--- src/verilog/csp_cfg.svh ---
`ifndef CSP_CFG_SVH
`define CSP_CFG_SVH
// Register addresses on the processor I/O port
`define CSP_ADDR_CTRL 8'h0a
`define CSP_ADDR_DATA 8'h0b
// Control register field positions
`define CSP_BIT_DONE 7
`define CSP_BIT_IRQEN 6
`define CSP_BIT_RXEN 5
`define CSP_BIT_TXEN 4
`define CSP_SS_MSB 2
// Reset values
`define CSP_SS_RESET 3'h7
`define CSP_DATA_RESET 8'h00
// Speed code that hands the clock to the pin
`define CSP_SS_EXTERNAL 3'h7
// Smallest divide ratio of the system clock
`define CSP_DIV_BASE 20
// Clock period in ns (10 MHz)
`define CSP_MCLK_NS 100
`endif

--- src/verilog/csp_pkg.sv ---
package csp_pkg;
  // Engine state, one-hot
  typedef enum logic [2:0] {
    CSP_IDLE = 3'b001,
    CSP_TX   = 3'b010,
    CSP_RX   = 3'b100
  } csp_state_e;
  typedef logic [7:0] csp_byte_t;
  typedef logic [2:0] csp_speed_t;
endpackage

--- src/verilog/csp_top.sv ---
`include "csp_cfg.svh"

// Receive FIFO; DEPTH must be a power of two
module csp_fifo #(
  parameter int WIDTH = 8,
  parameter int DEPTH = 32,
  parameter int AW    = $clog2(DEPTH)
) (
  input  wire logic             mclk,      // System clock
  input  wire logic             rst,       // Sync reset
  input  wire logic [WIDTH-1:0] in_data,   // Write data
  input  wire logic             in_valid,  // Write request
  output logic                  in_ready,  // Space left
  output logic [WIDTH-1:0]      out_data,  // Head word
  output logic                  out_valid, // Not empty
  input  wire logic             out_ready  // Consumer takes head
);
  logic [WIDTH-1:0] mem_r [DEPTH];
  logic [AW-1:0]    wp_r;
  logic [AW-1:0]    wp_nxt;
  logic [AW-1:0]    rp_r;
  logic [AW-1:0]    rp_nxt;
  logic [AW:0]      cnt_r;
  logic [AW:0]      cnt_nxt;
  logic             push;
  logic             pop;
  logic             valid_r;
  logic             valid_nxt;
  logic [WIDTH-1:0] head_r;
  logic [WIDTH-1:0] head_nxt;

  // Both stream outputs come straight from flops
  assign in_ready  = cnt_r != (AW+1)'(DEPTH);
  assign out_valid = valid_r;
  assign out_data  = head_r;

  // Pointer and level update; pointers wrap by width
  always_comb begin
    push    = in_valid & in_ready;
    pop     = out_valid & out_ready;
    wp_nxt  = wp_r + AW'(push);
    rp_nxt  = rp_r + AW'(pop);
    cnt_nxt = cnt_r + (AW+1)'(push) - (AW+1)'(pop);
    valid_nxt = cnt_nxt != '0;
    // Registered head; a push into a draining FIFO bypasses storage
    head_nxt  = (push && wp_r == rp_nxt) ? in_data : mem_r[rp_nxt];
  end

  always_ff @(posedge mclk) begin
    if (rst) begin
      wp_r  <= '0;
      rp_r  <= '0;
      cnt_r <= '0;
      valid_r <= 1'b0;
      head_r  <= '0;
    end else begin
      wp_r  <= wp_nxt;
      rp_r  <= rp_nxt;
      cnt_r <= cnt_nxt;
      valid_r <= valid_nxt;
      head_r  <= head_nxt;
    end
  end

  // Storage needs no reset; empty flag guards it
  always_ff @(posedge mclk) begin
    if (push) begin
      mem_r[wp_r] <= in_data;
    end
  end
endmodule

// Notes on behaviour
// - Frames are 8 bits; only one of transmit or receive runs at once.
// - Done flag, control bit 7, sets when a byte finishes shifting.
// - A read or write of the data register clears the done flag, unless a byte completes in the same cycle.
// - Reset and halt mode clear the done flag.
// - Interrupt request is done flag AND interrupt enable bit 6.
// - Writing 1 to bit 5 starts a receive and runs the data clock.
// - Internal mode drives the clock pin; external mode takes it in.
// - Receive shifts the serial input on each active clock edge.
// - After 8 received bits, receive enable clears and done flag sets.
// - Writing 1 to bit 4 starts a transmit shifting out serial data.
// - After 8 sent bits, transmit enable clears and done flag sets.
// - Receive and transmit enables are never both set.
// - Reset clears both enables; halt mode clears them too.
// - Serial input works only when channel 1 clear-to-send is disabled.
// - Bits 2-0 pick clock source and rate; reset sets them to 111.
// - Codes 0-6 divide by 20 up to 1280; 111 is external.
// - Non-external code makes the pin an output, toggling only when enabled.
// - Data register is unbuffered; writes hit the shifting byte at once.
// - Clearing an enable aborts its transfer at once.
module csp_top
  import csp_pkg::*;
#(
  parameter int FIFO_DEPTH = 32
) (
  input  wire logic              mclk,              // System clock
  input  wire logic              rst,               // Sync reset, high
  input  wire logic [7:0]        cpu_addr,          // I/O address
  input  wire logic              cpu_wr,            // Write strobe
  input  wire logic              cpu_rd,            // Read strobe
  input  wire csp_pkg::csp_byte_t cpu_wdata,        // Write data
  output csp_pkg::csp_byte_t     cpu_rdata,         // Read data, next cycle
  output logic                   irq_req,           // Interrupt request
  input  wire logic              io_halt_mode,      // I/O stop mode
  input  wire logic              cts_ch1_enable,    // Shared pad owner
  input  wire logic              serial_in_pin,     // Serial data in
  output logic                   serial_out_pin,    // Serial data out
  input  wire logic              serial_clock_in,   // Clock pin input
  output logic                   serial_clock_out,  // Clock pin output
  output logic                   serial_clock_oe_n, // Low while driving
  output csp_pkg::csp_byte_t     rx_byte,           // Received byte stream
  output logic                   rx_valid,          // Stream word valid
  input  wire logic              rx_ready           // Stream consumer ready
);
  import csp_pkg::*;

  localparam int DIV_W = 11;

  csp_state_e state_r;
  csp_state_e state_nxt;
  csp_byte_t  data_r;
  csp_byte_t  data_nxt;
  csp_speed_t ss_r;
  csp_speed_t ss_nxt;
  logic       ef_r;
  logic       ef_nxt;
  logic       eie_r;
  logic       eie_nxt;
  logic [2:0] bit_r;
  logic [2:0] bit_nxt;
  logic [DIV_W-1:0] div_r;
  logic [DIV_W-1:0] div_nxt;
  logic       sclk_r;
  logic       sclk_nxt;
  logic       sclk_in_d_r;
  logic       sout_r;
  logic       sout_nxt;
  logic       irq_r;
  logic       irq_nxt;
  csp_byte_t  rdata_r;
  csp_byte_t  rdata_nxt;
  logic       ck_oe_n_r;
  logic       ck_oe_n_nxt;
  logic       push;
  logic       fifo_ready;
  logic       wr_ctrl;
  logic       wr_data;
  logic       rd_ctrl;
  logic       rd_data;
  logic       ext;
  logic       stall;
  logic       tick;
  logic       rise;
  logic       fall;
  logic       done;
  logic       rx_bit;
  logic       new_tx;
  logic       new_rx;

  // Half period of the internal clock in system clocks
  function automatic logic [DIV_W-1:0] half_period(input csp_speed_t ss);
    half_period = DIV_W'(`CSP_DIV_BASE / 2) << ss;
  endfunction

  // Control register image; bit 3 always zero
  function automatic csp_byte_t ctrl_image(input logic ef, input logic done_irq_enable,
                                           input csp_state_e st, input csp_speed_t ss);
    ctrl_image = {ef, done_irq_enable, st == CSP_RX, st == CSP_TX, 1'b0, ss};
  endfunction

  // Address decode of the processor port
  always_comb begin
    wr_ctrl = cpu_wr && cpu_addr == `CSP_ADDR_CTRL;
    wr_data = cpu_wr && cpu_addr == `CSP_ADDR_DATA;
    rd_ctrl = cpu_rd && cpu_addr == `CSP_ADDR_CTRL;
    rd_data = cpu_rd && cpu_addr == `CSP_ADDR_DATA;
    new_tx  = cpu_wdata[`CSP_BIT_TXEN];
    new_rx  = cpu_wdata[`CSP_BIT_RXEN];
  end

  // Clock edges; a full FIFO freezes receive: the internal clock holds, external edges are dropped
  always_comb begin
    ext    = ss_r == `CSP_SS_EXTERNAL;
    stall  = state_r == CSP_RX && !fifo_ready;
    rx_bit = cts_ch1_enable ? 1'b1 : serial_in_pin;
    tick   = 1'b0;
    div_nxt  = '0;
    sclk_nxt = 1'b1;
    if (state_r != CSP_IDLE && !ext && !stall) begin
      tick     = div_r == half_period(ss_r) - DIV_W'(1);
      div_nxt  = tick ? '0 : div_r + DIV_W'(1);
      sclk_nxt = tick ? !sclk_r : sclk_r;
    end else if (state_r != CSP_IDLE && !ext) begin
      div_nxt  = div_r;
      sclk_nxt = sclk_r;
    end
    // External edges compare the pin with its copy from one clock earlier in the delay stage
    if (ext) begin
      rise = state_r != CSP_IDLE && !stall && serial_clock_in && !sclk_in_d_r;
      fall = state_r != CSP_IDLE && !stall && !serial_clock_in && sclk_in_d_r;
    end else begin
      rise = tick && !sclk_r;
      fall = tick && sclk_r;
    end
  end

  // Shift engine, control register and data register
  always_comb begin
    state_nxt = state_r;
    data_nxt  = data_r;
    bit_nxt   = bit_r;
    sout_nxt  = sout_r;
    ss_nxt    = ss_r;
    eie_nxt   = eie_r;
    done      = 1'b0;
    push      = 1'b0;
    if (rise) begin
      bit_nxt = bit_r + 3'h1;
      if (state_r == CSP_RX) begin
        data_nxt = {rx_bit, data_r[7:1]};
      end
      if (bit_r == 3'h7) begin
        done      = 1'b1;
        push      = state_r == CSP_RX;
        state_nxt = CSP_IDLE;
      end
    end
    // First fall precedes any rise and keeps bit 0 on the pin
    if (fall && state_r == CSP_TX && bit_r != 3'h0) begin
      data_nxt = {1'b0, data_r[7:1]};
      sout_nxt = data_r[1];
    end
    // Unbuffered: a write lands in the shifter immediately
    if (wr_data) begin
      data_nxt = cpu_wdata;
    end
    if (wr_ctrl) begin
      eie_nxt = cpu_wdata[`CSP_BIT_IRQEN];
      ss_nxt  = cpu_wdata[`CSP_SS_MSB:0];
      unique case (state_nxt)
        CSP_TX: begin
          if (!new_tx) begin
            state_nxt = CSP_IDLE;
          end
        end
        CSP_RX: begin
          if (!new_rx) begin
            state_nxt = CSP_IDLE;
          end
        end
        CSP_IDLE: begin
          // A write asking for both directions starts neither
          if (new_tx && !new_rx) begin
            state_nxt = CSP_TX;
            bit_nxt   = 3'h0;
            sout_nxt  = wr_data ? cpu_wdata[0] : data_r[0];
          end else if (new_rx && !new_tx) begin
            state_nxt = CSP_RX;
            bit_nxt   = 3'h0;
          end
        end
      endcase
    end
    if (io_halt_mode) begin
      state_nxt = CSP_IDLE;
    end
  end

  // Done flag: completion beats a same-cycle clear; halt beats both
  always_comb begin
    ef_nxt = ef_r;
    if (wr_data || rd_data) begin
      ef_nxt = 1'b0;
    end
    if (done) begin
      ef_nxt = 1'b1;
    end
    if (io_halt_mode) begin
      ef_nxt = 1'b0;
    end
    irq_nxt     = ef_nxt && eie_nxt;
    ck_oe_n_nxt = ss_nxt == `CSP_SS_EXTERNAL;
    rdata_nxt   = 8'h00;
    if (rd_ctrl) begin
      rdata_nxt = ctrl_image(ef_r, eie_r, state_r, ss_r);
    end else if (rd_data) begin
      rdata_nxt = data_r;
    end
  end

  always_ff @(posedge mclk) begin
    if (rst) begin
      state_r     <= CSP_IDLE;
      data_r      <= `CSP_DATA_RESET;
      ss_r        <= `CSP_SS_RESET;
      ef_r        <= 1'b0;
      eie_r       <= 1'b0;
      bit_r       <= 3'h0;
      div_r       <= '0;
      sclk_r      <= 1'b1;
      sclk_in_d_r <= 1'b1;
      sout_r      <= 1'b1;
      irq_r       <= 1'b0;
      rdata_r     <= 8'h00;
      ck_oe_n_r   <= 1'b1;
    end else begin
      state_r     <= state_nxt;
      data_r      <= data_nxt;
      ss_r        <= ss_nxt;
      ef_r        <= ef_nxt;
      eie_r       <= eie_nxt;
      bit_r       <= bit_nxt;
      div_r       <= div_nxt;
      sclk_r      <= sclk_nxt;
      sclk_in_d_r <= serial_clock_in;
      sout_r      <= sout_nxt;
      irq_r       <= irq_nxt;
      rdata_r     <= rdata_nxt;
      ck_oe_n_r   <= ck_oe_n_nxt;
    end
  end

  // Received bytes also leave as a stream
  csp_fifo #(
    .WIDTH (8),
    .DEPTH (FIFO_DEPTH)
  ) u_rx_fifo (
    .mclk      (mclk),
    .rst       (rst),
    .in_data   (data_nxt),
    .in_valid  (push),
    .in_ready  (fifo_ready),
    .out_data  (rx_byte),
    .out_valid (rx_valid),
    .out_ready (rx_ready)
  );

  assign cpu_rdata         = rdata_r;
  assign irq_req           = irq_r;
  assign serial_out_pin    = sout_r;
  assign serial_clock_out  = sclk_r;
  assign serial_clock_oe_n = ck_oe_n_r;
endmodule
--- config.mk ---
export PLATFORM = sky130hd
export DESIGN_NAME = csp_top
export DESIGN_NICKNAME = d
export VERILOG_FILES = /design/src/verilog/csp_pkg.sv /design/src/verilog/csp_top.sv
export VERILOG_INCLUDE_DIRS = /design/src /design/src/verilog
export SDC_FILE = /design/constraint.sdc
export NUM_CORES = 1
export LEC_CHECK = 0
export ABC_AREA = 1
export BUFFER_PORTS_ARGS = -buffer_cell sky130_fd_sc_hd__buf_2
export CELL_PAD_IN_SITES_DETAIL_PLACEMENT = 2
export CELL_PAD_IN_SITES_GLOBAL_PLACEMENT = 2
export CORE_ASPECT_RATIO = 0.5
export CORE_MARGIN = 2
export CORE_UTILIZATION = 38
export DETAILED_ROUTE_END_ITERATION = 6
export PLACE_DENSITY_LB_ADDON = 0.1
export SLEW_MARGIN = 20
export SYNTH_ARGS = -nofsm -noshare
export SYNTH_HDL_FRONTEND = slang
export SYNTH_SLANG_ARGS = --single-unit
--- constraint.sdc ---
create_clock -name mclk -period 3.3 [get_ports mclk]
set_input_delay 0.66 -clock mclk [delete_from_list [all_inputs] [get_ports mclk]]
set_output_delay 0.66 -clock mclk [all_outputs]
set_load 0.01 [all_outputs]
==> results.py <==
metrics = {
    "logic_synthesis": {
        "ys_seq_area_frac": 0.644,
        "syn-num-nets": 1361,
        "synthArstFlopShare": 0,
        "synth-seq-cells": 324,
        "syn_area_sq_um": 14100,
        "synth_cell_types": 48,
        "synth_top_flop_cell": "edfxtp_1",
        "synth_enable_flop_cells": 256,
        "avgSynthCellArea_sq_um": 10.7,
        "netlist_instances": 1318,
        "yosysWarningCount": 0,
    },
    "clock_tree": {
        "clock_latency_ns": 0.60,
        "cts-root-buf": "clkbuf_16",
        "cts_buffer_depth": 3,
        "cts_buffers": 31,
        "cts_tree": "done",
        "cts-hold-fix-buffers": 0,
        "clk_pin_slew_worst_paths_ns": 0.07,
        "cts_sinks": 324,
        "htreeDepth": 1,
    },
    "worst_setup_path": {
        "worst_setup_path_start_kind": "flip-flop",
        "end_kind": "flip-flop",
        "critPathMaxFanout": 6,
        "cp_slowest_cell": "fa_2",
        "path_common_cell": "nand2_1",
        "criticalPathCategory": "flip-flop to flip-flop",
        "path_cells": "inv_4 -> nand3_1 -> ha_4 -> nand2_1 -> nand2_1 -> nor2_1 -> nand2_1 -> nor2_1 -> nand2_1 -> nor2_4 -> nand4_4 -> nand2_4 -> nand2_8 -> clkinv_8 -> nand2_4 -> clkinv_4 -> ha_4 -> inv_1 -> fa_2 -> nor2_2 -> a211oi_2 -> xor2_1 -> a31oi_1",
        "slowest_delay_ns": 0.37,
        "cp_data_required_time_ns": 3.75,
        "arrival_ns": 3.53,
    },
    "timing": {
        "setup_tns_ns": 0,
        "fin_skew_ns": 0.0119,
        "finalCritPeriodShare": 0.935,
        "fin_crit_ns": 3.08,
        "fmax_mhz": 324,
        "relSlewSlack": 0.562,
        "setup_viol": 0,
        "hold_violations": 0,
        "maxSlewViolCount": 0,
        "rsz0062_at_grt": "false",
        "worst_pin_slew_ns": 0.654,
    },
    "place": {
        "gp_congestion": 0.830,
        "dp_hpwl_um": 29900,
        "io_buffers": 45,
        "place_area_sq_um": 15200,
    },
    "finish": {
        "final_cell_mix": "edfxtp_1 (256), nor2_1 (243), o21ai_0 (142)",
        "n_fill_cell": 3732,
        "final_area_sq_um": 16300,
        "nNetsFinal": 1449,
        "drive_gt1_frac": 0.145,
        "final_common_cell": "edfxtp_1",
        "syn_to_final_growth_pct": 16.0,
        "multiInputGateArea_sq_um": 4360,
        "register_area_sq_um": 9060,
        "insertedDiodeCount": 0,
    },
    "global_routing": {
        "grt_max_degree": 69,
        "grt_pass1_vias": 11500,
        "overflow": 0,
        "antenna_found_initial": 0,
        "grt_use_total": 0.238,
        "grt_pass1_wl_um": 70300,
    },
    "floorplanning": {
        "core_sq_um": 36200,
        "pin_count": 46,
        "dieWidth_um": 276,
        "die_area_sq_um": 38700,
        "row_count": 49,
        "die_y_um": 140,
        "start_util": 0.389,
    },
    "detailed_routing": {
        "drtAntennaViolNets": 0,
        "num_vias": 10600,
        "firstDrtPassIters": 4,
        "wire_per_inst_um": 23.9,
        "drcViolationCount": 0,
        "vias_per_cell": 5.53,
        "wl_um": 45800,
        "drt_iter0_drc": 842,
    },
    "power": {
        "leakagePower_uw": 0.00600,
        "max-vdd-ir-drop_mv": 0.390,
        "p_total_uw": 9800,
        "power_density_nw_per_um2": 601,
    },
    "flow_run": {
        "cap_violations": 0,
    },
    "min_path": {
        "hold_class": "input pin to flip-flop",
    },
    "outcome": {
        "status": "finished, final reports clean",
    },
}
## metrics by stage
stage          instances  hold slack, ns  setup WS [ns]   util
6_report            1915           0.282          0.215  0.451
5_1_grt             1915           0.278        0.00328  0.451
4_1_cts             1913           0.255         0.0374  0.449
3_5_place_dp        1855           0.488        -0.0428  0.422
3_3_place_gp        1855           0.475          0.132  0.422
2_1_floorplan       1318           0.441          0.226      -
## per-layer routing
| layer | global-route usage | up-vias | part of all wire |
|---|---|---|---|
| met3 | 0.0354 | 48 | 0.042 |
| met2 | 0.409 | 210 | 0.49 |
| met5 | 0 | - | 0 |
| met4 | 0.0426 | 0 | 0.014 |
| li1 | - | 4823 | - |
| met1 | 0.324 | 5510 | 0.45 |
## report_power, final
group | total, uW | internal, uW | switching (uW)
Sequential | 4430 | 4400 | 33.9
Clock | 3610 | 1940 | 1670
Combinational | 1760 | 557 | 1200
Total | 9800 | 6900 | 2900
## synth_stat cells, types with 3 or more instances
master,n,area share
clkinv_1,7,0.0019
a221oi_1,3,0.0019
a211oi_1,3,0.0016
dfxtp_1,68,0.097
nand2_4,6,0.0048
edfxtp_1,256,0.55
nor3_1,7,0.0025
inv_1,93,0.025
xnor2_1,5,0.0031
xor2_1,6,0.0037
a21oi_1,47,0.017
o221ai_1,32,0.020
o21ai_0,142,0.051
buf_2,15,0.0053
buf_1,5,0.0013
nand3_1,96,0.034
buf_6,3,0.0024
nand2_1,132,0.035
nor2_1,244,0.065
clkbuf_1,39,0.010
nand2_2,5,0.0022
ha_1,17,0.015
nand3_4,5,0.0062
a21o_1,9,0.0048
nand4_1,7,0.0031
o211ai_1,38,0.020
## state kept, by name (all words and copies together) (netlist names), 3 cells and up
signal and count:
state_r 3, div_r 11, u_rx_fifo.out_data 8, cpu_rdata 8
data_r 8, u_rx_fifo.wp_r 5, u_rx_fifo.mem_r 256, ss_r 3
bit_r 3, u_rx_fifo.cnt_r 6, u_rx_fifo.rp_r 5
## repair_timing
action,4_1_cts,5_1_grt
buffers inserted,0,2
pin swaps,0,10
resized for setup,2,13
endpoints found under the setup margin,2,3
## final cells by class
cell class                      instances  share of cell area
Clock buffer                           40              0.0509
Clock inverter                         18             0.00982
Inverter                              107              0.0267
Multi-Input combinational cell        824               0.267
Sequential cell                       324               0.555
Tap cell                              484              0.0371
Timing Repair Buffer                  118              0.0528
## kinds of logic after synthesis
group           share of synthesized area
simple gates                        0.162
compound gates                      0.118
buf+inv                            0.0509
xor+xnor                          0.00917
fa+ha+maj                          0.0166
flops                               0.644
## worst max-delay path, delay by kind of cell, from the launching register on
kind | cells | cell delay [ns]
flops | 1 | 0.34
simple gates | 13 | 1.15
xor+xnor | 1 | 0.23
compound gates | 2 | 0.17
fa+ha+maj | 3 | 0.76
buf+inv | 4 | 0.27
## worst paths after layout
check,to,slack [ns],depth (start not counted),start
worst min-delay path,sclk_in_d_r$_SDFF_PP1_,0.28,3,serial_clock_in
worst min register to register,cpu_rdata[7]$_SDFF_PP0_,0.49,2,ef_r$_SDFF_PP0_
worst max register to register,u_rx_fifo.out_valid$_SDFF_PP0_,0.22,23,ss_r[1]$_SDFF_PP1_
worst max-delay path,u_rx_fifo.out_valid$_SDFF_PP0_,0.22,23,ss_r[1]$_SDFF_PP1_
Note: power is estimated with default switching activity, not from simulation.
